$ cat src/rtl/mgc_pkg.sv
// Constants, field layout and types of the management general control register block.
// Assumes a 32-bit APB slave with byte addresses; all offsets are byte addresses.
`default_nettype none

package mgc_pkg;

    // ==========================================================
    // Bus geometry and register map
    localparam int          MGC_ADDR_W        = 12;
    localparam int          MGC_DATA_W        = 32;
    localparam int          MGC_STRB_W        = 4;
    localparam logic [11:0] MGC_OFF_CTRL      = 12'h000;
    localparam logic [11:0] MGC_OFF_IRQ_STAT  = 12'h004;
    localparam logic [11:0] MGC_OFF_IRQ_MASK  = 12'h008;

    // ==========================================================
    // Control register field positions
    localparam int MGC_B_SOFT_RST   = 0;
    localparam int MGC_B_PHY_SEEN   = 1;
    localparam int MGC_B_PHY_PWR    = 2;
    localparam int MGC_B_HW_OWN     = 3;
    localparam int MGC_B_FW_OWN     = 4;
    localparam int MGC_B_INIT_DONE  = 5;
    localparam int MGC_B_CPL_BLK    = 6;
    localparam int MGC_B_WAKE_EN    = 7;
    localparam int MGC_B_RSVD8      = 8;
    localparam int MGC_B_RST_WARN   = 10;
    localparam int MGC_B_RST_SAFE   = 11;

    // ==========================================================
    // Reset values
    localparam logic MGC_RST_SOFT_RST  = 1'b0;
    localparam logic MGC_RST_PHY_SEEN  = 1'b1;
    localparam logic MGC_RST_PHY_PWR   = 1'b1;
    localparam logic MGC_RST_FW_OWN    = 1'b0;
    localparam logic MGC_RST_INIT_DONE = 1'b0;
    localparam logic MGC_RST_CPL_BLK   = 1'b0;
    localparam logic MGC_RST_WAKE_EN   = 1'b0;
    localparam logic MGC_RST_RSVD8     = 1'b0;
    localparam logic MGC_RST_RST_WARN  = 1'b0;
    localparam logic MGC_RST_PIN       = 1'b0;
    localparam logic [4:0]  MGC_RST_IRQ   = 5'h00;
    localparam logic [31:0] MGC_RD_ZERO   = 32'h0000_0000;

    // ==========================================================
    // Interrupt event layout, shared by status and mask registers
    typedef struct packed {
        logic rst_safe;
        logic link_chg;
        logic cpl_blk;
        logic init_done;
        logic phy_rst;
    } mgc_irq_s;

    // ==========================================================
    // Flash quiesce sequence before an engine reset
    typedef enum logic [1:0] {
        QS_IDLE,
        QS_DRAIN,
        QS_SAFE
    } mgc_quiesce_e;

endpackage

`default_nettype wire

$ cat src/rtl/mgc_sync.sv
// Three-stage input synchroniser with agreement filter.
// Assumes the input is asynchronous to pclk; output moves only when stages two and three agree.
`default_nettype none

module mgc_sync #(
    parameter logic RST_VAL = 1'b0
) (
    input  wire logic pclk,
    input  wire logic presetn,
    input  wire logic din,
    output var  logic dout
);

    logic s1_r;
    logic s2_r;
    logic s3_r;
    logic out_r;

    // ==========================================================
    // Stage one feeds stage two only, to keep metastability contained.
    always_ff @(posedge pclk or negedge presetn) begin
        if (!presetn) begin
            s1_r <= RST_VAL;
            s2_r <= RST_VAL;
            s3_r <= RST_VAL;
        end else begin
            s1_r <= din;
            s2_r <= s1_r;
            s3_r <= s2_r;
        end
    end

    always_ff @(posedge pclk or negedge presetn) begin
        if (!presetn) begin
            out_r <= RST_VAL;
        end else if (s2_r == s3_r) begin
            out_r <= s3_r;
        end
    end

    assign dout = out_r;

endmodule

`default_nettype wire

$ cat src/rtl/mgc_ctrl.sv
// Management general control and status register with APB access and interrupt.
// Assumes pin inputs are asynchronous and all other inputs come from logic on pclk.
`default_nettype none

// Contract
// - Writing one to bit 0 resets the management port state, configuration included, except the firmware semaphore, then clears.
// - The port soft reset touches only management port logic, never host space, MAC or PHY.
// - Bit 1 resets to one, is set while phy side reset is asserted, cleared by writing zero.
// - Bit 2 is a read-only shadow of the PHY power indication that resets to one.
// - Bit 3 reads back the hardware MDIO ownership request input directly, with no register or reset value.
// - Bit 4 always mirrors the firmware semaphore flag and resets to zero.
// - Bit 5 is set when LAN init from flash completes and software clears it for the next event.
// - Bit 6 is set on an erroneous read completion and cleared only by a port reset.
// - With bit 7 set a link status change raises a wake to the engine, otherwise none.
// - After the reset warning bit 10 is set, flash access stops at the next safe point.
// - Bit 11 sets once the warning is set and no flash transaction is pending, and holds until the cycle after the warning clears.
// - The firmware semaphore is granted only when the software flag is clear and MDIO is idle.
module mgc_ctrl (
    input  wire logic                        pclk,
    input  wire logic                        presetn,
    input  wire logic                        psel,
    input  wire logic                        penable,
    input  wire logic                        pwrite,
    input  wire logic [mgc_pkg::MGC_ADDR_W-1:0] paddr,
    input  wire logic [mgc_pkg::MGC_DATA_W-1:0] pwdata,
    input  wire logic [mgc_pkg::MGC_STRB_W-1:0] pstrb,
    output var  logic [mgc_pkg::MGC_DATA_W-1:0] prdata,
    output var  logic                        pready,
    output var  logic                        pslverr,
    input  wire logic                        phy_side_reset,
    input  wire logic                        phy_power_up,
    input  wire logic                        link_up,
    input  wire logic                        hw_mdio_own,
    input  wire logic                        hw_mdio_busy,
    input  wire logic                        software_semaphore_flag,
    input  wire logic                        lan_init_done,
    input  wire logic                        cpl_error,
    input  wire logic                        spi_pending,
    output var  logic                        port_soft_reset,
    output var  logic                        firmware_semaphore_flag,
    output var  logic                        engine_reset_warning,
    output var  logic                        engine_reset_safe,
    output var  logic                        engine_wake,
    output var  logic                        irq
);

    // ==========================================================
    // Pin synchronisers
    logic phy_rst_s;
    logic phy_pwr_s;
    logic link_s;

    mgc_sync #(.RST_VAL(mgc_pkg::MGC_RST_PIN)) u_sync_phy_rst (
        .pclk    (pclk),
        .presetn (presetn),
        .din     (phy_side_reset),
        .dout    (phy_rst_s)
    );

    mgc_sync #(.RST_VAL(mgc_pkg::MGC_RST_PHY_PWR)) u_sync_phy_pwr (
        .pclk    (pclk),
        .presetn (presetn),
        .din     (phy_power_up),
        .dout    (phy_pwr_s)
    );

    mgc_sync #(.RST_VAL(mgc_pkg::MGC_RST_PIN)) u_sync_link (
        .pclk    (pclk),
        .presetn (presetn),
        .din     (link_up),
        .dout    (link_s)
    );

    // ==========================================================
    // APB decode
    logic                 setup;
    logic                 wr;
    logic                 hit_ctrl;
    logic                 hit_stat;
    logic                 hit_mask;
    logic                 wr_ctrl;
    logic                 wr_stat;
    logic                 wr_mask;
    logic [31:0]          wmask;
    logic [31:0]          wset;
    logic [31:0]          wclr;

    assign setup    = psel && !penable;
    assign wr       = psel && penable && pwrite;
    assign hit_ctrl = paddr[11:2] == mgc_pkg::MGC_OFF_CTRL[11:2];
    assign hit_stat = paddr[11:2] == mgc_pkg::MGC_OFF_IRQ_STAT[11:2];
    assign hit_mask = paddr[11:2] == mgc_pkg::MGC_OFF_IRQ_MASK[11:2];
    assign wr_ctrl  = wr && hit_ctrl;
    assign wr_stat  = wr && hit_stat;
    assign wr_mask  = wr && hit_mask;
    assign wmask    = {{8{pstrb[3]}}, {8{pstrb[2]}}, {8{pstrb[1]}}, {8{pstrb[0]}}};
    // Only lanes that are strobed write ones or zeros; other bits keep their value.
    assign wset     = pwdata & wmask;
    assign wclr     = ~pwdata & wmask;

    // ==========================================================
    // Soft reset of the management port
    logic soft_rst_r;

    always_ff @(posedge pclk or negedge presetn) begin
        if (!presetn) begin
            soft_rst_r <= mgc_pkg::MGC_RST_SOFT_RST;
        end else begin
            soft_rst_r <= wr_ctrl && wset[mgc_pkg::MGC_B_SOFT_RST];
        end
    end

    // The pulse goes only to management port logic; host space and PHY are not wired to it.
    assign port_soft_reset = soft_rst_r;

    // ==========================================================
    // Control fields
    logic phy_seen_r;
    logic phy_rst_q_r;
    logic init_done_r;
    logic cpl_blk_r;
    logic wake_en_r;
    logic rsvd8_r;
    logic warn_r;

    always_ff @(posedge pclk or negedge presetn) begin
        if (!presetn) begin
            phy_seen_r  <= mgc_pkg::MGC_RST_PHY_SEEN;
            phy_rst_q_r <= mgc_pkg::MGC_RST_PIN;
        end else if (soft_rst_r) begin
            phy_seen_r  <= mgc_pkg::MGC_RST_PHY_SEEN;
            phy_rst_q_r <= phy_rst_s;
        end else begin
            phy_rst_q_r <= phy_rst_s;
            // A reset seen in the clearing cycle is kept.
            if (phy_rst_s) begin
                phy_seen_r <= 1'b1;
            end else if (wr_ctrl && wclr[mgc_pkg::MGC_B_PHY_SEEN]) begin
                phy_seen_r <= 1'b0;
            end
        end
    end

    always_ff @(posedge pclk or negedge presetn) begin
        if (!presetn) begin
            init_done_r <= mgc_pkg::MGC_RST_INIT_DONE;
        end else if (soft_rst_r) begin
            init_done_r <= mgc_pkg::MGC_RST_INIT_DONE;
        end else if (lan_init_done) begin
            init_done_r <= 1'b1;
        end else if (wr_ctrl && wclr[mgc_pkg::MGC_B_INIT_DONE]) begin
            init_done_r <= 1'b0;
        end
    end

    // Software cannot clear this flag; only a port reset does.
    always_ff @(posedge pclk or negedge presetn) begin
        if (!presetn) begin
            cpl_blk_r <= mgc_pkg::MGC_RST_CPL_BLK;
        end else if (soft_rst_r) begin
            cpl_blk_r <= mgc_pkg::MGC_RST_CPL_BLK;
        end else if (cpl_error) begin
            cpl_blk_r <= 1'b1;
        end
    end

    always_ff @(posedge pclk or negedge presetn) begin
        if (!presetn) begin
            wake_en_r <= mgc_pkg::MGC_RST_WAKE_EN;
            rsvd8_r   <= mgc_pkg::MGC_RST_RSVD8;
            warn_r    <= mgc_pkg::MGC_RST_RST_WARN;
        end else if (soft_rst_r) begin
            wake_en_r <= mgc_pkg::MGC_RST_WAKE_EN;
            rsvd8_r   <= mgc_pkg::MGC_RST_RSVD8;
            warn_r    <= mgc_pkg::MGC_RST_RST_WARN;
        end else if (wr_ctrl) begin
            if (wmask[mgc_pkg::MGC_B_WAKE_EN]) begin
                wake_en_r <= pwdata[mgc_pkg::MGC_B_WAKE_EN];
            end
            if (wmask[mgc_pkg::MGC_B_RSVD8]) begin
                rsvd8_r <= pwdata[mgc_pkg::MGC_B_RSVD8];
            end
            if (wmask[mgc_pkg::MGC_B_RST_WARN]) begin
                warn_r <= pwdata[mgc_pkg::MGC_B_RST_WARN];
            end
        end
    end

    // ==========================================================
    // Firmware MDIO semaphore
    // The semaphore lives with power-good state, so the port soft reset leaves it alone.
    logic fw_req_r;
    logic fw_flag_r;

    always_ff @(posedge pclk or negedge presetn) begin
        if (!presetn) begin
            fw_req_r <= mgc_pkg::MGC_RST_FW_OWN;
        end else if (wr_ctrl && wmask[mgc_pkg::MGC_B_FW_OWN]) begin
            fw_req_r <= pwdata[mgc_pkg::MGC_B_FW_OWN];
        end
    end

    always_ff @(posedge pclk or negedge presetn) begin
        if (!presetn) begin
            fw_flag_r <= mgc_pkg::MGC_RST_FW_OWN;
        end else if (!fw_req_r) begin
            fw_flag_r <= 1'b0;
        end else if (!fw_flag_r) begin
            fw_flag_r <= !software_semaphore_flag && !hw_mdio_busy;
        end
    end

    assign firmware_semaphore_flag = fw_flag_r;

    // ==========================================================
    // Flash quiesce ahead of an engine reset
    mgc_pkg::mgc_quiesce_e qs_r;
    mgc_pkg::mgc_quiesce_e qs_nxt;

    always_comb begin
        qs_nxt = qs_r;
        case (qs_r)
            mgc_pkg::QS_IDLE: begin
                if (warn_r) begin
                    qs_nxt = mgc_pkg::QS_DRAIN;
                end
            end
            mgc_pkg::QS_DRAIN: begin
                if (!warn_r) begin
                    qs_nxt = mgc_pkg::QS_IDLE;
                end else if (!spi_pending) begin
                    qs_nxt = mgc_pkg::QS_SAFE;
                end
            end
            mgc_pkg::QS_SAFE: begin
                if (!warn_r) begin
                    qs_nxt = mgc_pkg::QS_IDLE;
                end
            end
            default: begin
                qs_nxt = mgc_pkg::QS_IDLE;
            end
        endcase
    end

    always_ff @(posedge pclk or negedge presetn) begin
        if (!presetn) begin
            qs_r <= mgc_pkg::QS_IDLE;
        end else if (soft_rst_r) begin
            qs_r <= mgc_pkg::QS_IDLE;
        end else begin
            qs_r <= qs_nxt;
        end
    end

    // The flash engine must not start new work while the warning stands.
    assign engine_reset_warning = warn_r;
    assign engine_reset_safe    = qs_r == mgc_pkg::QS_SAFE;

    // ==========================================================
    // Link change wake
    logic link_q_r;
    logic wake_r;
    logic link_chg;

    assign link_chg = link_s ^ link_q_r;

    always_ff @(posedge pclk or negedge presetn) begin
        if (!presetn) begin
            link_q_r <= mgc_pkg::MGC_RST_PIN;
            wake_r   <= 1'b0;
        end else begin
            link_q_r <= link_s;
            wake_r   <= link_chg && wake_en_r;
        end
    end

    assign engine_wake = wake_r;

    // ==========================================================
    // Interrupt status and mask
    mgc_pkg::mgc_irq_s irq_stat_r;
    mgc_pkg::mgc_irq_s irq_mask_r;
    mgc_pkg::mgc_irq_s irq_evt;
    logic              safe_q_r;

    always_ff @(posedge pclk or negedge presetn) begin
        if (!presetn) begin
            safe_q_r <= 1'b0;
        end else begin
            safe_q_r <= engine_reset_safe;
        end
    end

    assign irq_evt.phy_rst   = phy_rst_s && !phy_rst_q_r;
    assign irq_evt.init_done = lan_init_done;
    assign irq_evt.cpl_blk   = cpl_error;
    assign irq_evt.link_chg  = link_chg;
    assign irq_evt.rst_safe  = engine_reset_safe && !safe_q_r;

    // Write one clears a status bit, but a new event in the same cycle wins.
    always_ff @(posedge pclk or negedge presetn) begin
        if (!presetn) begin
            irq_stat_r <= mgc_pkg::MGC_RST_IRQ;
        end else if (soft_rst_r) begin
            irq_stat_r <= mgc_pkg::MGC_RST_IRQ;
        end else begin
            irq_stat_r <= (irq_stat_r & ~(wr_stat ? wset[4:0] : 5'h00)) | irq_evt;
        end
    end

    always_ff @(posedge pclk or negedge presetn) begin
        if (!presetn) begin
            irq_mask_r <= mgc_pkg::MGC_RST_IRQ;
        end else if (soft_rst_r) begin
            irq_mask_r <= mgc_pkg::MGC_RST_IRQ;
        end else if (wr_mask) begin
            irq_mask_r <= (irq_mask_r & ~wmask[4:0]) | wset[4:0];
        end
    end

    assign irq = |(irq_stat_r & irq_mask_r);

    // ==========================================================
    // Read data and response
    logic [31:0] ctrl_rd;
    logic [31:0] rdata_nxt;
    logic [31:0] prdata_r;
    logic        slverr_r;

    always_comb begin
        ctrl_rd                          = mgc_pkg::MGC_RD_ZERO;
        ctrl_rd[mgc_pkg::MGC_B_SOFT_RST]  = soft_rst_r;
        ctrl_rd[mgc_pkg::MGC_B_PHY_SEEN]  = phy_seen_r;
        ctrl_rd[mgc_pkg::MGC_B_PHY_PWR]   = phy_pwr_s;
        ctrl_rd[mgc_pkg::MGC_B_HW_OWN]    = hw_mdio_own;
        ctrl_rd[mgc_pkg::MGC_B_FW_OWN]    = fw_flag_r;
        ctrl_rd[mgc_pkg::MGC_B_INIT_DONE] = init_done_r;
        ctrl_rd[mgc_pkg::MGC_B_CPL_BLK]   = cpl_blk_r;
        ctrl_rd[mgc_pkg::MGC_B_WAKE_EN]   = wake_en_r;
        ctrl_rd[mgc_pkg::MGC_B_RSVD8]     = rsvd8_r;
        ctrl_rd[mgc_pkg::MGC_B_RST_WARN]  = warn_r;
        ctrl_rd[mgc_pkg::MGC_B_RST_SAFE]  = engine_reset_safe;
    end

    always_comb begin
        rdata_nxt = mgc_pkg::MGC_RD_ZERO;
        if (hit_ctrl) begin
            rdata_nxt = ctrl_rd;
        end else if (hit_stat) begin
            rdata_nxt[4:0] = irq_stat_r;
        end else if (hit_mask) begin
            rdata_nxt[4:0] = irq_mask_r;
        end
    end

    // Read data is captured in the setup cycle, so reads see state one cycle before the access.
    always_ff @(posedge pclk or negedge presetn) begin
        if (!presetn) begin
            prdata_r <= mgc_pkg::MGC_RD_ZERO;
            slverr_r <= 1'b0;
        end else if (setup) begin
            prdata_r <= pwrite ? mgc_pkg::MGC_RD_ZERO : rdata_nxt;
            slverr_r <= !(hit_ctrl || hit_stat || hit_mask);
        end
    end

    assign prdata  = prdata_r;
    assign pslverr = slverr_r && psel && penable;
    assign pready  = 1'b1;

endmodule

`default_nettype wire

$ cat config.mk
export PLATFORM = sky130hd
export DESIGN_NAME = mgc_ctrl
export DESIGN_NICKNAME = d
export VERILOG_FILES = /design/src/rtl/mgc_pkg.sv /design/src/rtl/mgc_sync.sv /design/src/rtl/mgc_ctrl.sv
export SDC_FILE = /design/constraint.sdc
export NUM_CORES = 1
export LEC_CHECK = 0
export BUFFER_PORTS_ARGS = -buffer_cell sky130_fd_sc_hd__buf_2
export CAP_MARGIN = 30
export CORE_AREA = 5 5 56 108
export DETAILED_ROUTE_END_ITERATION = 16
export DIE_AREA = 0 0 61 113
export GPL_ROUTABILITY_DRIVEN = 0
export PLACE_DENSITY_LB_ADDON = 0.15
export SYNTH_ARGS = -nofsm -noshare
export SYNTH_HDL_FRONTEND = slang
export SYNTH_HIERARCHICAL = 1
export SYNTH_SLANG_ARGS = --single-unit
$ cat constraint.sdc
create_clock -name pclk -period 1.3 [get_ports pclk]
set_input_delay 0.26 -clock pclk [delete_from_list [all_inputs] [get_ports pclk]]
set_output_delay 0.26 -clock pclk [all_outputs]
set_load 0.02 [all_outputs]
==> impl_results.md <==
* Worst min-delay path class: in -> reg
* Clock Latency Late Sink at between 0.3 and 0.4 ns
* WP data arrival at 1.34 ns
* Crit. End Element: primary output
* YS warnings at 6
* H-Tree Depth at 2
* Final Core Density at 60.15%
* Routed Antenna Nets at 0
* Area of the core at roughly 5100 um^2
* Crit path kind: reg -> out
* Pwr dens at between 1000 and 1500 nW/um^2
* IO Port Bufs at 52
* Final period utilization at 123.0%
* Post-Syn Instances at 202
* Area occupied by multi-input gates at 1022 um^2
* Initial Utilization at between 40% and 50%
* Placed cell count at 330
* Area growth, synth to finish at 32.90%
* Clock root cell: clkbuf_8
* IO Pins at 102
* CTS Buf Count at 5
* Unrepaired setup endpoints after global routing: yes
* Die Width at 61 um
* Die H at 113 um
* Status: finished, violations left
* Gr usage total at 16.63%
* Fin. max-slew vios at 0
* Initial antenna violation count at 0
* Seq/Total Area, Yosys at 53.47%
* Syn_area_per_cell at 11.41 um^2
* Crit-path max FO at 2
* DR iter-0 viols at 63
* Residual DRC at 0
* FMAX at 625.4 MHz
* Row Count at 37
* Die Area at 6893 um^2
* CTS tree: done
* Vias at 1723
* CTS clk-pin slew, worst paths at 0.09 ns
* Startpoint types: register
* DR vias/cell at 4.937
* Main area contributors after synthesis: dfrtp_1 48%, buf_4 7.5%, nand2b_1 6.8%, dfstp_2 5.7%, a22o_1 4.2%
* Final Critical Period at 1.599 ns
* Mapped Area at 2305 um^2
* # setup viols final at 29
* Commonest non-fill, non-tap cells in the layout: 49 x buf_2, 44 x dfrtp_1, 32 x buf_4, 25 x nand2b_1, 22 x conb_1
* Netlist cell types at 36
* Drt first pass iters at 4
* Max-cap violations at 0
* TritonCTS Sinks at 49
* Total Power at around 3100 uW
* Wire per inst at 15.25 um
* Commonest non-fill, non-tap cell in the layout: buf_2
* Final Hold Viols at 0
* First-pass GRT wire length at 8459 um
* Gr ovfl total at 0
* #FFs+latches synth at 49
* Violated checks: setup timing
* Layout Nets at 352
* Register Area at approximately 1200 um^2
* Yosys top cell by area: dfrtp_1
* Non-Filler Instances at 349
* CP Data Required Time at 1.04 ns
* Static Leak at between 0.0015 and 0.002 uW
* Peak VDD IR at between 1 and 1.5 mV
* Final setup margin at -0.2991 ns
* Share of post-route cells with drive strength above 1 at 45.02%
* Post-Route WL at about 5300 um
* Clock skew at between 0.002 and 0.003 ns
* Clock buffer depth at 2
* Detailed Place HPWL at 4088 um
* Number of global-route vias before repair at 1826
* Synth top area share at 47.77%
* Fill count at about 470
* Ant diodes at 0
* Largest net degree at the start of global routing at 29
==> state kept, by name (all words and copies together), names as in the netlist, 2 cells and up <==
signal and flops:
irq_mask_r 5, qs_r 2, prdata 11, irq_stat_r 5
==> path summary, 6_finish.rpt <==
path,end,depth (start not counted),startpoint,slack (ns)
worst max-delay path,irq,3,irq_stat_r[0],-0.30
worst min-delay path,u_sync_phy_pwr/s1_r,1,phy_power_up,0.03
worst max register to register,irq_stat_r[4],4,qs_r[1],0.10
worst min register to register,u_sync_phy_pwr/s2_r,0,u_sync_phy_pwr/s1_r,0.36
max in group asynchronous,u_sync_phy_pwr/dout,3,presetn,0.41
min in group asynchronous,u_sync_link/dout,2,presetn,0.38
==> kinds of logic after synthesis <==
logic type / Yosys count / share of synthesized area [%]
flip-flops: 49 / 53.47
buffers and inverters: 39 / 10.42
multiplexers: 9 / 3.963
XOR/XNOR: 1 / 0.3801
AND/OR/NAND/NOR: 70 / 19.92
other: 2 / 0.3259
AO/OA/AOI/OAI: 29 / 10.04
adder cells (fa/ha/maj): 3 / 1.466
==> report_power, final <==
| group | switching (uW) | total (uW) | internal (uW) |
|---|---|---|---|
| Sequential | 52.2 | 1660 | 1610 |
| Clock | 526 | 957 | 432 |
| Combinational | 274 | 497 | 223 |
==> synthesized netlist by cell type <==
cell	n
or4_4	2
nor4_4	2
a22oi_1	1
a22o_1	11
or2_2	1
mux2_2	1
a311oi_1	4
and3_1	1
a211oi_1	3
a21oi_1	2
dfstp_2	5
a222oi_1	1
nor4_2	3
nand4_1	2
clkbuf_1	6
mux2i_1	8
o31ai_1	5
buf_4	23
dfrtp_1	44
nor3b_1	1
o21ai_0	1
buf_6	1
xor2_1	1
nor2b_1	3
nand2b_1	25
o21a_1	1
nor2_1	10
maj3_2	3
or3b_2	1
inv_1	9
conb_1	2
nor4_1	5
nor3_1	3
or3_4	1
nand2_1	7
and2_1	3
==> worst max-delay path, cell delays in order, from the launching register on <==
cell      delay [ns]
dfrtp_1         0.39
a222oi_1        0.36
nand2_1         0.11
buf_2           0.17
==> per-layer routing <==
| metal | part of all wire (%) | wire length [um] | up-vias | global-route usage (%) |
|---|---|---|---|---|
| li1 | - | - | 833 | - |
| met1 | 34 | 1792 | 835 | 17.51 |
| met2 | 59 | 3123 | 46 | 29.38 |
| met3 | 5.2 | 278 | 9 | 3.767 |
| met4 | 2.4 | 126 | 0 | 8.249 |
| met5 | 0 | 0 | - | 0 |
==> through the flow <==
| stage | instance area, um^2 | setup TNS [ns] | hold WS (ns) | setup slack [ns] |
|---|---|---|---|---|
| after CTS | 2982 | -1.687 | 0.01993 | -0.3333 |
| after global routing | 3063 | -3.478 | 0.02363 | -0.3394 |
| after global placement | 2746 | -11.23 | 0.1864 | -0.4719 |
| after detailed placement | 2746 | -11.74 | 0.1838 | -0.4899 |
| final | 3063 | -2.145 | 0.03480 | -0.2991 |
| after floorplan | 2401 | -8.051 | -0.03559 | -0.3619 |
==> layout make-up <==
class                   instances  area share, %
well taps                      58          2.369
multi-input cells             134          33.37
clock buffers                   6          2.696
repair buffers                 91          19.77
inverters                       9          1.103
clock inverters                 2         0.4493
flip-flops and latches         49          40.24
==> repair_timing <==
item                                    CTS  global route
hold buffers                              1             0
gates resized for setup                  16            10
pin swaps                                12             6
endpoints found under the hold margin    12             0
buffers inserted                          7             3
endpoints found under the setup margin   30            30
Note: power is estimated with default switching activity, not from simulation.
